--- config.mk ---
export PLATFORM = sky130hd
export DESIGN_NAME = pcc_top
export DESIGN_NICKNAME = d
export VERILOG_FILES = /design/src/inc/pcc_pkg.sv /design/src/hdl/pcc_filt.sv /design/src/hdl/pcc_top.sv
export SDC_FILE = /design/constraint.sdc
export NUM_CORES = 1
export LEC_CHECK = 0
export BUFFER_PORTS_ARGS = -buffer_cell sky130_fd_sc_hd__buf_4
export CAP_MARGIN = 20
export CORE_MARGIN = 1
export CORE_UTILIZATION = 50
export CTS_BUF_LIST = sky130_fd_sc_hd__clkbuf_8
export CTS_CLUSTER_SIZE = 16
export DETAILED_ROUTE_END_ITERATION = 16
export GPL_TIMING_DRIVEN = 0
export PLACE_DENSITY = 0.72
export SLEW_MARGIN = 20
export SYNTH_ARGS = -nofsm -noshare
export SYNTH_HDL_FRONTEND = slang
export SYNTH_HIERARCHICAL = 1
export SYNTH_SLANG_ARGS = --single-unit
--- constraint.sdc ---
create_clock -name mclk -period 9.55 [get_ports mclk]
set_clock_uncertainty 0.1 [all_clocks]
set_input_delay 1.91 -clock mclk [delete_from_list [all_inputs] [get_ports mclk]]
set_output_delay 1.91 -clock mclk [all_outputs]
set_load 0.05 [all_outputs]
--- src/inc/pcc_pkg.sv ---
// Constants, types and BCD helpers for the preset counter control block
//
// Functional notes
// - zero-start clears, counts up, fires at presets
// - preset-start loads preset, counts down, fires zero
// - dual preset-start loads second preset
// - dual preset-start: out1 at preset1, out2 zero
// - eight single modes, twelve dual modes
// - timed output 0.01 to 99.99 s
// - timed output defaults to 0.1 s
// - remote reset low restarts count and clears outputs
// - lock refuses settings and output self-test
// - direction low down, high up, filtered
// - rear switch gates front reset button
// - self-test keeps counting and output logic running
// - solid-state and relay output per preset
// - operating data restored from non-volatile image
// - manual reset overrides every mode, and every state but restore
// - mode read as binary from switches
package pcc_pkg;
   // ****************************************
   // Timing
   // ****************************************
   localparam int CLK_HZ = 100_000_000;
   localparam int TICK_MS = 10;
   localparam int TICK_CYC = CLK_HZ / 1000 * TICK_MS;
   localparam int DIR_US = 150;
   localparam int DIR_CYC = CLK_HZ / 1_000_000 * DIR_US;
   localparam int RRST_MS = 10;
   localparam int RRST_CYC = CLK_HZ / 1000 * RRST_MS;
   localparam int IN_FILT_US = 10;
   localparam int IN_FILT_CYC = CLK_HZ / 1_000_000 * IN_FILT_US;

   // ****************************************
   // Register map
   // ****************************************
   localparam logic [3:0] ADDR_CTRL = 4'h0;
   localparam logic [3:0] ADDR_PRE1 = 4'h1;
   localparam logic [3:0] ADDR_PRE2 = 4'h2;
   localparam logic [3:0] ADDR_DUR1 = 4'h3;
   localparam logic [3:0] ADDR_DUR2 = 4'h4;
   localparam logic [3:0] ADDR_COUNT = 4'h5;
   localparam logic [3:0] ADDR_STATUS = 4'h6;
   localparam int CTRL_TEST_BIT = 0;
   localparam int CTRL_DP_LSB = 4;
   localparam int STS_OUT_LSB = 0;
   localparam int STS_LOCK_BIT = 2;
   localparam int STS_DIR_BIT = 3;
   localparam int STS_TEST_BIT = 4;
   localparam int STS_MODE_LSB = 8;

   // ****************************************
   // Reset values
   // ****************************************
   localparam logic [15:0] COUNT_RST = 16'h0000;
   localparam logic [15:0] PRE_RST = 16'h0100;
   localparam logic [15:0] DUR_RST = 16'h0010;
   localparam logic [15:0] DUR_MIN = 16'h0001;
   localparam logic [2:0] CTRL_RST = 3'h0;

   // ****************************************
   // Modes and image layout
   // ****************************************
   localparam int MODE_ACT_BIT = 3;
   localparam logic [2:0] MODE_LATCH = 3'h0;
   localparam logic [2:0] MODE_TIMED = 3'h1;
   localparam logic [2:0] MODE_SPLIT_L = 3'h2;
   localparam logic [2:0] MODE_SPLIT_T = 3'h3;
   localparam logic [2:0] MODE_AUTO_HIT = 3'h4;
   localparam logic [2:0] MODE_AUTO_END = 3'h6;
   localparam int NV_W = 80;
   localparam int NV_CNT_LSB = 0;
   localparam int NV_PRE_LSB = 16;
   localparam int NV_DUR_LSB = 48;

   typedef enum logic [1:0] {
      PCC_ST_RESTORE = 2'b01,
      PCC_ST_RUN = 2'b10
   } pcc_state_e;

   // BCD increment, 9999 wraps to 0000
   function automatic logic [15:0] bcd_inc(input logic [15:0] d);
      logic [15:0] r;
      logic c;
      r = d;
      c = 1'b1;
      for (int i = 0; i < 4; i++) begin
         if (c) begin
            if (r[i*4 +: 4] == 4'h9) begin
               r[i*4 +: 4] = 4'h0;
            end else begin
               r[i*4 +: 4] = r[i*4 +: 4] + 4'h1;
               c = 1'b0;
            end
         end
      end
      return r;
   endfunction

   // BCD decrement, 0000 wraps to 9999
   function automatic logic [15:0] bcd_dec(input logic [15:0] d);
      logic [15:0] r;
      logic b;
      r = d;
      b = 1'b1;
      for (int i = 0; i < 4; i++) begin
         if (b) begin
            if (r[i*4 +: 4] == 4'h0) begin
               r[i*4 +: 4] = 4'h9;
            end else begin
               r[i*4 +: 4] = r[i*4 +: 4] - 4'h1;
               b = 1'b0;
            end
         end
      end
      return r;
   endfunction
endpackage

--- src/hdl/pcc_filt.sv ---
// Two-flop synchroniser with a stability filter for one field input
`timescale 1ns/1ps
module pcc_filt #(
   parameter int FILT_CYC = 16,
   parameter logic RST_VAL = 1'b1
) (
   input wire logic mclk, // System clock
   input wire logic sys_rst, // Async reset, high
   input wire logic pin, // Raw field level
   output logic level // Filtered level
);
   localparam int CW = $clog2(FILT_CYC + 1);

   logic s1_reg;
   logic s2_reg;
   logic lvl_reg;
   logic lvl_next;
   logic [CW-1:0] cnt_reg;
   logic [CW-1:0] cnt_next;

   // Level accepted only after it held for the whole window
   always_comb begin
      lvl_next = lvl_reg;
      cnt_next = '0;
      if (s2_reg != lvl_reg) begin
         if (cnt_reg == CW'(FILT_CYC - 1)) begin
            lvl_next = s2_reg;
         end else begin
            cnt_next = cnt_reg + CW'(1);
         end
      end
   end

   always_ff @(posedge mclk or posedge sys_rst) begin
      if (sys_rst) begin
         s1_reg <= RST_VAL;
         s2_reg <= RST_VAL;
         lvl_reg <= RST_VAL;
         cnt_reg <= '0;
      end else begin
         s1_reg <= pin;
         s2_reg <= s1_reg;
         lvl_reg <= lvl_next;
         cnt_reg <= cnt_next;
      end
   end

   assign level = lvl_reg;
endmodule

--- src/hdl/pcc_top.sv ---
// Presettable up/down BCD event counter with timed or latched outputs
`timescale 1ns/1ps
module pcc_top #(
   parameter int DUAL = 1,
   parameter int TICK_CYC = pcc_pkg::TICK_CYC,
   parameter int DIR_CYC = pcc_pkg::DIR_CYC,
   parameter int RRST_CYC = pcc_pkg::RRST_CYC
) (
   input wire logic mclk, // 100 MHz clock
   input wire logic sys_rst, // Async reset, high
   input wire logic [3:0] reg_addr, // Register index
   input wire logic [15:0] reg_wdata, // Write data
   input wire logic reg_wr, // Write strobe
   input wire logic reg_rd, // Read strobe
   output logic [15:0] reg_rdata, // Read data, next cycle
   input wire logic cnt_in, // Count pulses, falling edge
   input wire logic count_direction_in, // High up, low down
   input wire logic remote_rst_n, // Remote reset, low
   input wire logic prog_lock_n, // Program lock, low
   input wire logic front_rst_btn, // Front reset button
   input wire logic front_rst_en, // Rear enable switch
   input wire logic [3:0] mode_sw, // Mode switches, down is 1
   input wire logic [pcc_pkg::NV_W-1:0] nv_image_in, // Stored image
   input wire logic nv_valid_in, // Image holds data
   output logic [pcc_pkg::NV_W-1:0] nv_image_out, // Live image
   output logic nv_store, // Image changed, pulse
   output logic [1:0] ss_out, // Solid-state outputs
   output logic [1:0] relay_out // Relay outputs
);
   localparam int TW = $clog2(TICK_CYC + 1);
   localparam int FIN = (DUAL != 0) ? 1 : 0;

   // ****************************************
   // Input conditioning
   // ****************************************
   logic cnt_lvl;
   logic dir_lvl;
   logic rrst_lvl;
   logic lock_lvl;
   logic fbtn_lvl;
   logic fen_lvl;
   logic [3:0] msw1_reg;
   logic [3:0] mode_reg;

   // filter shorter than legal low pulse
   pcc_filt #(.FILT_CYC(pcc_pkg::IN_FILT_CYC), .RST_VAL(1'b1)) u_cnt (
      .mclk(mclk),
      .sys_rst(sys_rst),
      .pin(cnt_in),
      .level(cnt_lvl)
   );
   // direction held 150 us before use
   pcc_filt #(.FILT_CYC(DIR_CYC), .RST_VAL(1'b1)) u_dir (
      .mclk(mclk),
      .sys_rst(sys_rst),
      .pin(count_direction_in),
      .level(dir_lvl)
   );
   pcc_filt #(.FILT_CYC(RRST_CYC), .RST_VAL(1'b1)) u_rrst (
      .mclk(mclk),
      .sys_rst(sys_rst),
      .pin(remote_rst_n),
      .level(rrst_lvl)
   );
   pcc_filt #(.FILT_CYC(pcc_pkg::IN_FILT_CYC), .RST_VAL(1'b1)) u_lock (
      .mclk(mclk),
      .sys_rst(sys_rst),
      .pin(prog_lock_n),
      .level(lock_lvl)
   );
   pcc_filt #(.FILT_CYC(pcc_pkg::IN_FILT_CYC), .RST_VAL(1'b0)) u_fbtn (
      .mclk(mclk),
      .sys_rst(sys_rst),
      .pin(front_rst_btn),
      .level(fbtn_lvl)
   );
   pcc_filt #(.FILT_CYC(pcc_pkg::IN_FILT_CYC), .RST_VAL(1'b0)) u_fen (
      .mclk(mclk),
      .sys_rst(sys_rst),
      .pin(front_rst_en),
      .level(fen_lvl)
   );

   // ****************************************
   // State
   // ****************************************
   pcc_pkg::pcc_state_e state_reg;
   pcc_pkg::pcc_state_e state_next;
   logic [15:0] cnt_reg;
   logic [15:0] cnt_next;
   logic [15:0] pre_reg [2];
   logic [15:0] pre_next [2];
   logic [15:0] dur_reg [2];
   logic [15:0] dur_next [2];
   logic [15:0] tim_reg [2];
   logic [15:0] tim_next [2];
   logic [1:0] out_reg;
   logic [1:0] out_next;
   logic [1:0] pin_reg;
   logic [1:0] pin_next;
   logic [2:0] ctrl_reg;
   logic [2:0] ctrl_next;
   logic [TW-1:0] tick_reg;
   logic [TW-1:0] tick_next;
   logic cprev_reg;
   logic [15:0] rdata_reg;
   logic [15:0] rdata_next;
   logic store_reg;
   logic store_next;

   // Combinational helpers
   logic tick_ev;
   logic cnt_ev;
   logic act_zero;
   logic man_rst;
   logic [2:0] m;
   logic [15:0] start_val;
   logic [15:0] step;
   logic [15:0] targ [2];
   logic [1:0] hit;
   logic [1:0] timed;
   logic [1:0] end_ev;
   logic split;
   logic [15:0] status;
   logic [15:0] wval;

   // ****************************************
   // Next-state logic
   // ****************************************
   always_comb begin
      state_next = state_reg;
      cnt_next = cnt_reg;
      pre_next = pre_reg;
      dur_next = dur_reg;
      tim_next = tim_reg;
      out_next = out_reg;
      ctrl_next = ctrl_reg;
      end_ev = 2'b00;
      tick_ev = (tick_reg == TW'(TICK_CYC - 1));
      tick_next = tick_ev ? '0 : tick_reg + TW'(1);
      act_zero = ~mode_reg[pcc_pkg::MODE_ACT_BIT];
      m = mode_reg[2:0];
      // split modes exist only when dual
      split = (DUAL != 0) &&
              (m == pcc_pkg::MODE_SPLIT_L || m == pcc_pkg::MODE_SPLIT_T);
      // dual preset-start starts at preset 2
      start_val = act_zero ? pcc_pkg::COUNT_RST :
                  ((DUAL != 0) ? pre_reg[1] : pre_reg[0]);
      // front button gated by rear switch
      man_rst = ~rrst_lvl | (fbtn_lvl & fen_lvl);
      cnt_ev = cprev_reg & ~cnt_lvl;
      step = dir_lvl ? pcc_pkg::bcd_inc(cnt_reg) : pcc_pkg::bcd_dec(cnt_reg);
      // output 1 at preset 1 when dual
      targ[0] = (act_zero || DUAL != 0) ? pre_reg[0] : pcc_pkg::COUNT_RST;
      targ[1] = act_zero ? pre_reg[1] : pcc_pkg::COUNT_RST;
      for (int i = 0; i < 2; i++) begin
         hit[i] = cnt_ev && (step == targ[i]) && (i == 0 || DUAL != 0);
         timed[i] = (m == pcc_pkg::MODE_TIMED) ||
                    (m == pcc_pkg::MODE_AUTO_HIT) ||
                    (m == pcc_pkg::MODE_AUTO_END) ||
                    (i == 1 && DUAL != 0 && m == pcc_pkg::MODE_SPLIT_T);
      end

      wval = (reg_wdata == 16'h0000) ? pcc_pkg::DUR_MIN : reg_wdata;
      if (state_reg == pcc_pkg::PCC_ST_RESTORE) begin
         if (nv_valid_in) begin
            cnt_next = nv_image_in[pcc_pkg::NV_CNT_LSB +: 16];
            for (int i = 0; i < 2; i++) begin
               pre_next[i] = nv_image_in[pcc_pkg::NV_PRE_LSB + 16*i +: 16];
               dur_next[i] = nv_image_in[pcc_pkg::NV_DUR_LSB + 16*i +: 16];
            end
         end
         state_next = pcc_pkg::PCC_ST_RUN;
      end else begin
         // timed output in 10 ms ticks
         for (int i = 0; i < 2; i++) begin
            if (tick_ev && out_reg[i] && timed[i] && tim_reg[i] != 16'h0000) begin
               tim_next[i] = pcc_pkg::bcd_dec(tim_reg[i]);
               if (tim_reg[i] == pcc_pkg::DUR_MIN) begin
                  out_next[i] = 1'b0;
                  end_ev[i] = 1'b1;
               end
            end
            if (hit[i]) begin
               out_next[i] = 1'b1;
               if (timed[i]) begin
                  tim_next[i] = dur_reg[i];
               end
            end
         end
         // Split modes drop output 1 when output 2 fires
         if (split && hit[1]) begin
            out_next[0] = 1'b0;
         end
         if (m == pcc_pkg::MODE_AUTO_HIT && hit[FIN]) begin
            cnt_next = start_val;
         end else if (m == pcc_pkg::MODE_AUTO_END && end_ev[FIN]) begin
            cnt_next = cnt_ev ? step : start_val;
         end else if (cnt_ev) begin
            cnt_next = step;
         end
         if (reg_wr) begin
            case (reg_addr)
               pcc_pkg::ADDR_CTRL: begin
                  ctrl_next[pcc_pkg::CTRL_TEST_BIT] = reg_wdata[pcc_pkg::CTRL_TEST_BIT];
                  if (lock_lvl) begin
                     ctrl_next[2:1] = reg_wdata[pcc_pkg::CTRL_DP_LSB +: 2];
                  end
               end
               pcc_pkg::ADDR_PRE1: if (lock_lvl) pre_next[0] = reg_wdata;
               pcc_pkg::ADDR_PRE2: if (lock_lvl) pre_next[1] = reg_wdata;
               pcc_pkg::ADDR_DUR1: if (lock_lvl) dur_next[0] = wval;
               pcc_pkg::ADDR_DUR2: if (lock_lvl) dur_next[1] = wval;
               default: begin
               end
            endcase
         end
         if (man_rst) begin
            cnt_next = start_val;
            out_next = 2'b00;
            tim_next[0] = 16'h0000;
            tim_next[1] = 16'h0000;
         end
      end
      if (DUAL == 0) begin
         out_next[1] = 1'b0;
      end
      pin_next = out_next | {2{ctrl_next[pcc_pkg::CTRL_TEST_BIT] & lock_lvl}};
      if (DUAL == 0) begin
         pin_next[1] = 1'b0;
      end
      store_next = (cnt_next != cnt_reg) ||
                   (pre_next[0] != pre_reg[0]) || (pre_next[1] != pre_reg[1]) ||
                   (dur_next[0] != dur_reg[0]) || (dur_next[1] != dur_reg[1]);
   end

   // ****************************************
   // Register read port
   // ****************************************
   // Unmapped indices read as zero
   always_comb begin
      status = 16'h0000;
      status[pcc_pkg::STS_OUT_LSB +: 2] = out_reg;
      status[pcc_pkg::STS_LOCK_BIT] = ~lock_lvl;
      status[pcc_pkg::STS_DIR_BIT] = dir_lvl;
      status[pcc_pkg::STS_TEST_BIT] = ctrl_reg[pcc_pkg::CTRL_TEST_BIT];
      status[pcc_pkg::STS_MODE_LSB +: 4] = mode_reg;
      rdata_next = 16'h0000;
      if (reg_rd) begin
         case (reg_addr)
            pcc_pkg::ADDR_CTRL: begin
               rdata_next[pcc_pkg::CTRL_TEST_BIT] = ctrl_reg[pcc_pkg::CTRL_TEST_BIT];
               rdata_next[pcc_pkg::CTRL_DP_LSB +: 2] = ctrl_reg[2:1];
            end
            pcc_pkg::ADDR_PRE1: rdata_next = pre_reg[0];
            pcc_pkg::ADDR_PRE2: rdata_next = pre_reg[1];
            pcc_pkg::ADDR_DUR1: rdata_next = dur_reg[0];
            pcc_pkg::ADDR_DUR2: rdata_next = dur_reg[1];
            pcc_pkg::ADDR_COUNT: rdata_next = cnt_reg;
            pcc_pkg::ADDR_STATUS: rdata_next = status;
            default: rdata_next = 16'h0000;
         endcase
      end
   end

   // ****************************************
   // Registers
   // ****************************************
   // duration resets to 0.1 s
   always_ff @(posedge mclk or posedge sys_rst) begin
      if (sys_rst) begin
         state_reg <= pcc_pkg::PCC_ST_RESTORE;
         cnt_reg <= pcc_pkg::COUNT_RST;
         pre_reg[0] <= pcc_pkg::PRE_RST;
         pre_reg[1] <= pcc_pkg::PRE_RST;
         dur_reg[0] <= pcc_pkg::DUR_RST;
         dur_reg[1] <= pcc_pkg::DUR_RST;
         tim_reg[0] <= 16'h0000;
         tim_reg[1] <= 16'h0000;
         out_reg <= 2'b00;
         pin_reg <= 2'b00;
         ctrl_reg <= pcc_pkg::CTRL_RST;
         tick_reg <= '0;
         cprev_reg <= 1'b1;
         rdata_reg <= 16'h0000;
         store_reg <= 1'b0;
         msw1_reg <= 4'h0;
         mode_reg <= 4'h0;
      end else begin
         state_reg <= state_next;
         cnt_reg <= cnt_next;
         pre_reg <= pre_next;
         dur_reg <= dur_next;
         tim_reg <= tim_next;
         out_reg <= out_next;
         pin_reg <= pin_next;
         ctrl_reg <= ctrl_next;
         tick_reg <= tick_next;
         cprev_reg <= cnt_lvl;
         rdata_reg <= rdata_next;
         store_reg <= store_next;
         msw1_reg <= mode_sw;
         mode_reg <= msw1_reg;
      end
   end

   // ****************************************
   // Outputs
   // ****************************************
   // both drivers share one source
   assign ss_out = pin_reg;
   assign relay_out = pin_reg;
   assign reg_rdata = rdata_reg;
   assign nv_store = store_reg;
   assign nv_image_out = {dur_reg[1], dur_reg[0], pre_reg[1], pre_reg[0], cnt_reg};
endmodule

# After elaboration in Yosys (flattened, before gate mapping)
# Index checks and enable logic that the tools add are counted.
[word_totals]
ff_bits = 259
[classes]
addsub = 23
bitwise_logic = 9
n_mux = 125
n_eq_ne = 38
n_reduce_logical = 42
[op_table]
columns = ["op", "n"]
rows = [
  ["$mux 16", 26],
  ["$mux 32", 7],
  ["$mux 4", 28],
  ["$mux 10", 8],
  ["$ne 16x16->1", 5],
  ["$mux 20", 3],
  ["$pmux 10 s6", 1],
  ["$logic_not 4->1", 13],
  ["$sub 4x1->4 const B", 12],
  ["$mux 1", 45],
  ["$add 10x1->10 const B", 4],
  ["$add 20x1->20 const B", 2],
  ["$eq 10x10->1 const B", 4],
  ["$eq 20x20->1 const B", 2],
  ["$eq 16x1->1 const B", 2],
  ["$eq 16x16->1", 2],
  ["$reduce_bool 16->1", 2],
  ["$mux 14", 2],
  ["$pmux 3 s6", 1],
  ["$add 4x1->4 const B", 4],
  ["$eq 4x4->1 const B", 4],
  ["$logic_not 16->1", 1],
  ["$add 14x1->14 const B", 1],
  ["$eq 14x14->1 const B", 1],
  ["other kinds (19)", 57],
]

# Longest topological paths before layout
# Gate-level depths: netlist of the first run.
[logic_depth]
depth_word = 19
depth_mapped = 17

# Cells and area by module
# The synthesis of the first run kept the hierarchy.
[modules_own_cells]
columns = ["mod", "seq_area_each_um2", "area_each_um2", "cells_per_inst", "instances"]
rows = [
  ["pcc_top", 4186.5, 12523.3, 1539, 1],
  ["pcc_filt at u_cnt ...", 329.1, 629.4, 59, 2],
  ["pcc_filt at u_fbtn ...", 325.3, 625.6, 59, 2],
  ["pcc_filt at u_rrst", 579.3, 1122.3, 107, 1],
  ["pcc_filt at u_dir", 429.2, 792.0, 74, 1],
]

# Least setup slack after synthesis of the first run
# Ideal clock, no wire load.
[synth_timing]
kind = "input port to flip-flop"
startpoint = "input reg_addr[0]"
endpoint = "register store_reg (netlist: nv_store)"
cell_stages = 13
required_ns = 9.312
setup_ns = 0.138
path_slack_ns = 4.614
path_buffers = 1
arrival_ns = 4.698
cell_sequence = "clkbuf_1 -> or4b_2 -> o31ai_1 -> o221a_2 -> xor2_1 -> a21oi_1 -> nand4_1 -> nor4_1 -> nand3_1 -> nor3_1 -> o21ai_0 -> and4b_1 -> nand4_1"
[synth_rtl]
columns = ["item", "line_no", "source"]
rows = [
  ["from (decl)", "pcc_top.sv:11", "input wire logic [3:0] reg_addr,"],
  ["to (signal assigned)", "pcc_top.sv:301", "store_reg <= store_next;"],
  ["to (decl)", "pcc_top.sv:108", "logic store_reg;"],
]

# Worst setup path in the final report of the first run
[layout_timing]
startpoint = "input reg_addr[1]"
endpoint = "register store_reg (netlist: nv_store)"
[layout_between]
elab_chain_cells = 9
word_cells_on_any_way = 20
cone_classes = "8 x eq/ne; 8 x mux; 4 x reduce/logical"
[layout_rtl]
columns = ["item", "line_no", "source"]
rows = [
  ["$eq 4x1->1", "pcc_top.sv:203", "case (reg_addr)"],
  ["$mux 16", "pcc_top.sv:203", ""],
  ["$mux 32", "pcc_top.sv:202", "if (reg_wr) begin"],
  ["$mux 32", "pcc_top.sv:165", "if (state_reg == pcc_pkg::PCC_ST_RESTORE) begin"],
  ["$ne 16x16->1", "pcc_top.sv:233", "(pre_next[0] != pre_reg[0]) || (pre_next[1] != pre_reg[1]) ||"],
  ["$logic_or 1x1->1", "pcc_top.sv:232", "store_next = (cnt_next != cnt_reg) ||"],
  ["$logic_or 1x1->1 (2 in a row)", "pcc_top.sv:233", ""],
  ["$logic_or 1x1->1 *", "pcc_top.sv:234", "(dur_next[0] != dur_reg[0]) || (dur_next[1] != dur_reg[1]);"],
  ["named net store_next", "pcc_top.sv:109", "logic store_next;"],
]
# Mark *: on every way through the listed nets, which the timed path passes. The rest lies on a longest branch.
# A chain may end at the register's enable or synchronous reset.

==> results by group, run 1 <==
Clock tree
  – Post-CTS setup buffers: 0
  – CTS Sinks: 259
  – CTS Buf Count: 46
  – Clock tree buffer depth: 3
  – Post-CTS Hold Fix Bufs: 0
  – Clock slew at reported path FFs: 0.07 ns
  – Root buffer cell: clkbuf_8
  – CTS tree: built
  – H-tree levels: 2
  – Post-CTS sizing: 0
  – Worst-Skew Late Latency: 0.68 ns

Global route
  – Initial antenna violation count: 1
  – Total track usage: 41.24%
  – First-pass GRT wire length: 103700 µm
  – GRT overflow: 0
  – Largest net degree at the start of global routing: 96
  – Vias in the first global route: 16690

Route
  – Met3 wire length: 9036 µm
  – Detail Route Antenna Nets: 0
  – Remaining DRCs: 0
  – Vias per cell: 6.667
  – First-iteration detailed-routing DRC count: 2309
  – WL met2: 30530 µm
  – Initial DRT Pass Iterations: 6
  – Met1 WL: 28370 µm
  – Via Count: 17960
  – Wirelength per Cell: 26.86 µm
  – Top layer in use: met4
  – Total Routed Length: 72350 µm

Critical path
  – CP Max Fanout: 10
  – Worst EP arrival: 7.18 ns
  – Worst EP required: 9.96 ns
  – Startpoint types: input port
  – Reg2Reg Depth: 12
  – Kind of critical path: in2reg
  – Critical Path Sink Type: flip-flop

Cells and area
  – FILL cells: 3013
  – Share of cells above drive strength 1: 17.60%
  – Largest register FFs: 64
  – Layout Nets: 2339
  – Final Instance Area: 20050 µm²
  – Synth-to-layout area growth: 18.32%

Pwr
  – Leak Pwr: 8.763 nW
  – Peak supply drop: 162.5 µV
  – Power per Cell Area: 119.8 nW/µm²

STA
  – Slew headroom: 16.56%
  – Crit share post-route: 70.87%
  – Hold Violations, Final: 0
  – Slew @ Worst Pin: 1.240 ns
  – RSZ-0062 raised after global routing: false
  – Sum Neg Setup Slack: 0 ns
  – Slew Limit Fails: 0
  – Minimum clock period: 6.768 ns
  – Fmax: 0.1478 GHz
  – Final setup vio count: 0

Die
  – Die area: 34640 µm²
  – Row cnt: 67
  – Core ar.: 33450 µm²
  – Die W: 186.1 µm
  – Effective utilization at floorplan: 50.67%
  – Vert. Die Dim: 186.1 µm
  – I/O pins: 216

Synthesis
  – Syn Nets: 2087
  – Sequential element share of the synthesized area: 38.38%
  – Area leader, netlist: dfrtp_1
  – #FFs+latches synth: 259
  – Async SR Flop Fraction: 100.0%
  – Most frequent cell after synthesis: nor2_1
  – Top post-synthesis cells by area: dfrtp_1, nor2_1, xnor2_1
  – Post-synth EDFFs: 0
  – Synth top area share: 35.59%
  – Post-Synthesis Cells: 1956
  – Avg Cell Area, Syn: 8.664 µm²
  – Yosys warnings: 6
  – Count of cell types in the netlist: 109
  – Post-synth top flop: dfrtp_1
  – Synthesized area: 16950 µm²
  – Most instantiated cells after synthesis: nor2_1, dfrtp_1, nand2_1

Place
  – Dpl cell area: 19070 µm²
  – Routability cong.: 1.040
  – Port Buffers: 202
  – DPL Wire Length: 53300 µm

Run status
  – Status: finished clean

Flow run
  – Max Cap Viol: 0

Hold path
  – WHS Path Cells: 0
  – Worst Hold Class: reg2reg
==> area by class of cell <==
cell class | instances | area (µm²) | area share [%]
Inverter | 49 | 191.4 | 0.9546
Timing Repair Buffer | 204 | 1551 | 7.737
Buffer | 130 | 556.8 | 2.777
Antenna cell | 2 | 5.005 | 0.02496
Clock buffer | 61 | 839.6 | 4.187
Multi-Input combinational cell | 1518 | 9708 | 48.41
Clock inverter | 23 | 136.4 | 0.6801
Sequential cell | 259 | 6504 | 32.43
Tap cell | 448 | 560.5 | 2.795
==> final timing paths <==
path	startpoint	endpoint	slack, ns
setup reg to reg	state_reg[1]	nv_store	4.46
max in group asynchronous	sys_rst	reg_rdata[3]	7.15
min in group asynchronous	sys_rst	u_cnt/cnt_reg[6]	1.26
hold / removal	msw1_reg[2]	mode_reg[2]	0.25
setup / recovery	reg_addr[1]	nv_store	2.78
hold reg to reg	msw1_reg[2]	mode_reg[2]	0.25
==> per-layer routing <==
| metal | vias up | GRT usage [%] |
|---|---|---|
| met5 | - | 0 |
| met4 | 0 | 23.02 |
| met3 | 286 | 11.23 |
| met2 | 1279 | 59.73 |
| met1 | 8656 | 55.51 |
| li1 | 7739 | - |
==> worst max-delay path, stage by stage <==
cell and delay [ns]:
clkbuf_1 0.42, nor4b_2 1.00, nand3_1 0.65, clkbuf_1 0.41, o22ai_1 0.64, nor3_1 0.09, a2111oi_0 0.77, nand3_1 0.19
nor3_1 0.29, o21ai_0 0.26, and4b_1 0.42, nand4_1 0.12
==> metrics by stage <==
step                      setup slack (ns)  hold slack [ns]  std cells  power, mW  utilization, %
after floorplan                      3.032           0.2312       1956      1.228               -
after global placement              0.7402           0.2324       2606      1.312           56.88
after detailed placement             2.729           0.2410       2608      1.316           57.02
after CTS                            3.376           0.2487       2692      2.410           59.94
after global routing                 2.784           0.2580       2693      2.469           59.94
final                                2.782           0.2464       2694      2.402           59.95
==> power breakdown <==
part	total [mW]	switching, mW	internal [mW]
Combinational	0.176	0.111	0.0641
Clock	1.10	0.521	0.579
Sequential	1.13	0.0142	1.11
==> logic make-up (layout without fill, tap and decap cells) <==
| logic type | after synthesis | after routing | synth area share (%) |
|---|---|---|---|
| xor+xnor | 130 | 130 | 6.844 |
| flops | 259 | 259 | 38.38 |
| mux | 46 | 46 | 2.916 |
| other cells | 0 | 2 | 0 |
| buf+inv | 179 | 467 | 4.371 |
| fa+ha+maj | 16 | 16 | 1.181 |
| compound gates | 524 | 524 | 21.30 |
| simple gates | 802 | 802 | 25.01 |
==> cell usage in the layout, fill, tap and decap left out, types with 11 or more instances in the layout <==
cell,Yosys,layout
nand2b_1,24,24
or3_1,16,16
clkbuf_8,0,61
nor2b_1,23,23
dfrtp_1,241,241
a21oi_1,85,85
a22oi_1,74,74
nand3_1,75,75
nand4_1,18,18
nand3b_1,11,11
and3_1,31,31
mux2i_1,34,34
nand2_1,144,144
a211oi_1,21,21
buf_1,13,13
or4_1,11,11
a31oi_1,36,36
xnor2_1,65,65
dfstp_2,18,18
nor4_1,31,31
inv_1,49,58
ha_1,16,16
o21ai_0,70,70
xor2_1,63,63
clkbuf_1,90,90
nor2_1,260,260
o21ai_1,11,11
buf_4,4,207
buf_2,18,18
o31ai_1,13,13
o22ai_1,85,85
nor3_1,54,53
Power figures use the tool's default switching activity.
==> run 2, diff against run 1 <==
- PLACE_DENSITY: 0.72 -> 0.75
- clock period: 9.55 -> 5.6 ns (I/O delays scaled with it)
==> run 2 against run 1 <==
  * Core utilization up 0.27 points
  * Final cell count up 0.26%
  * Via count down 0.16%
  * Flip-flop and latch count unchanged
  * Clock power up 70%
  * Register-to-register slack worse by 4.2 ns
  * Sequential power up 70%
  * Die area unchanged
  * Global-route usage down 0.10 points
  * Wire length down 1.9%
  * Setup slack worse by 2.7 ns
==> results by group, run 2 (synthesized netlist as in run 1, its figures left out) <==
Run status
  – Status: finished clean

Die
  – Die W: 186.1 µm
  – Die area: 34640 µm²
  – Core ar.: 33450 µm²
  – Effective utilization at floorplan: 50.67%
  – Vert. Die Dim: 186.1 µm
  – I/O pins: 216
  – Row cnt: 67

Global route
  – Vias in the first global route: 17230
  – Total track usage: 41.13%
  – First-pass GRT wire length: 103900 µm
  – Routing usage on met3: 15.42%
  – Largest net degree at the start of global routing: 35
  – M1 GR Usage: 51.38%
  – Most crowded layer after global routing: met2
  – Met2 GRT Util: 59.94%
  – GRT overflow: 0
  – Initial antenna violation count: 2

Clock tree
  – H-tree levels: 2
  – CTS Buf Count: 46
  – Clock slew at reported path FFs: 0.06 ns
  – Clock tree buffer depth: 3
  – Root buffer cell: clkbuf_8
  – CTS Sinks: 259
  – Post-CTS Hold Fix Bufs: 0
  – Worst-Skew Late Latency: 0.67 ns
  – CTS tree: built

Route
  – Total Routed Length: 71000 µm
  – Vias per cell: 6.639
  – Remaining DRCs: 0
  – Wirelength per Cell: 26.29 µm
  – First-iteration detailed-routing DRC count: 2081
  – Via Count: 17930
  – Initial DRT Pass Iterations: 6
  – Detail Route Antenna Nets: 0

Cells and area
  – Post-route insts no fill: 2701
  – Commonest non-fill, non-tap cell in the layout: nor2_1
  – FILL cells: 2945
  – Synth-to-layout area growth: 18.85%
  – Largest register FFs: 64
  – Most frequent cells in the layout: nor2_1, dfrtp_1, buf_4
  – Layout Nets: 2344
  – Multi-input combinational cell area: 9717 µm²
  – Share of cells above drive strength 1: 17.61%
  – Sequential cell area: 6504 µm²
  – Final core occ: 60.22%

Hold path
  – WHS Path Cells: 0
  – Worst Hold Class: reg2reg

Critical path
  – Critical-path cell list: clkdlybuf4s15_1 -> and2_1 -> clkbuf_1 -> buf_1 -> a22oi_1 -> o22ai_1 -> a211oi_1 -> nand4_1 -> nor4_1 -> nand3_1 -> nor3_1 -> o21ai_0 -> and4b_1 -> nand4_1
  – Crit path top cell by count: nand4_1
  – Reg2Reg Depth: 13
  – Kind of critical path: in2reg
  – Worst EP arrival: 5.92 ns
  – Critical Path Sink Type: flip-flop
  – Worst EP required: 5.98 ns
  – Max incr delay on CP: 0.65 ns
  – Startpoint types: input port
  – CP max-delay cell: clkdlybuf4s15_1
  – CP Max Fanout: 10

Pwr
  – Power per Cell Area: 203.0 nW/µm²
  – Combinational power share: 7.4%
  – Sequential power share: 47.0%
  – Power Internal: 3.001 mW
  – Clock power frac: 45.6%
  – Peak supply drop: 265.6 µV
  – Switching power: 1.088 mW
  – Leak Pwr: 8.814 nW
  – Sw Ratio: 26.60%
  – Design Power: 4.089 mW

STA
  – Final setup vio count: 0
  – Crit share post-route: 99.04%
  – Minimum clock period: 5.546 ns
  – Slew headroom: 15.40%
  – Hold Violations, Final: 0
  – RSZ-0062 raised after global routing: false
  – Fmax: 0.1803 GHz
  – Slew Limit Fails: 0
  – Slew @ Worst Pin: 1.257 ns

Place
  – Routability cong.: 1.049
  – Port Buffers: 202
  – DP Cell Count: 2611
  – DPL Wire Length: 52870 µm

Flow run
  – Max Cap Viol: 0
[run 2: changes by cell type in the layout (fill, tap and decap cells not counted), sizes merged]
cell           delta
diode             +2
clkdlybuf4s15     +1
clkbuf            -7
buf               +4
clkinvlp          +1
inv               +4
bufinv            +2
[run 2: final cells by class]
class	instances	share of cell area, %
Timing Repair Buffer	209	8.100
Tap cell	448	2.783
Inverter	49	0.9318
Antenna cell	4	0.04970
Multi-Input combinational cell	1518	48.24
Sequential cell	259	32.29
Buffer	130	2.802
Clock buffer	54	3.690
Clock inverter	30	1.112
[run 2: path summary, 6_finish.rpt]
check                      slack (ns)    startpoint       endpoint
setup / recovery                 0.05   nv_valid_in       nv_store
hold / removal                   0.24   msw1_reg[3]    mode_reg[3]
setup reg to reg                 0.27  tick_reg[11]       nv_store
hold reg to reg                  0.24   msw1_reg[3]    mode_reg[3]
max in group asynchronous        3.78       sys_rst  reg_rdata[13]
min in group asynchronous        0.38       sys_rst     cnt_reg[7]
[run 2: per-stage QoR]
stage                     area [µm²]  worst slack [ns]  hold slack [ns]  TNS [ns]
final                          20140           0.05399           0.2432         0
after detailed placement       19130          -0.06735           0.2378  -0.06735
after global placement         19030           -0.1015           0.2363   -0.1015
after global routing           20130           0.05158           0.2531         0
after CTS                      20100            0.5390           0.2456         0
after floorplan                16950             1.249           0.2312         0
[run 2: repair_timing]
item,in CTS,in global routing
endpoints found under the setup margin,0,1
endpoints found under the hold margin,0,0
setup buffers,0,2
resized for setup,0,5
[run 2: power by group through the flow]
stage / Sequential (mW) / Combinational [mW] / Clock [mW]
floorplan: 1.96 / 0.138 / 0
global placement: 1.95 / 0.280 / 0
detailed placement: 1.95 / 0.292 / 0
CTS: 1.92 / 0.293 / 1.89
global route: 1.92 / 0.319 / 1.98
finish: 1.92 / 0.301 / 1.87
[run 2: worst max-delay path: cells and delay by family]
family          cells  cell delay, ns
simple gates        7            2.19
buf+inv             3            1.40
compound gates      4            1.21
[run 2: per-layer routing]
metal	vias up	share of wire [%]
li1	7783	-
met1	8510	38
met2	1306	42
met3	330	14
met4	2	6.1
met5	-	0.14
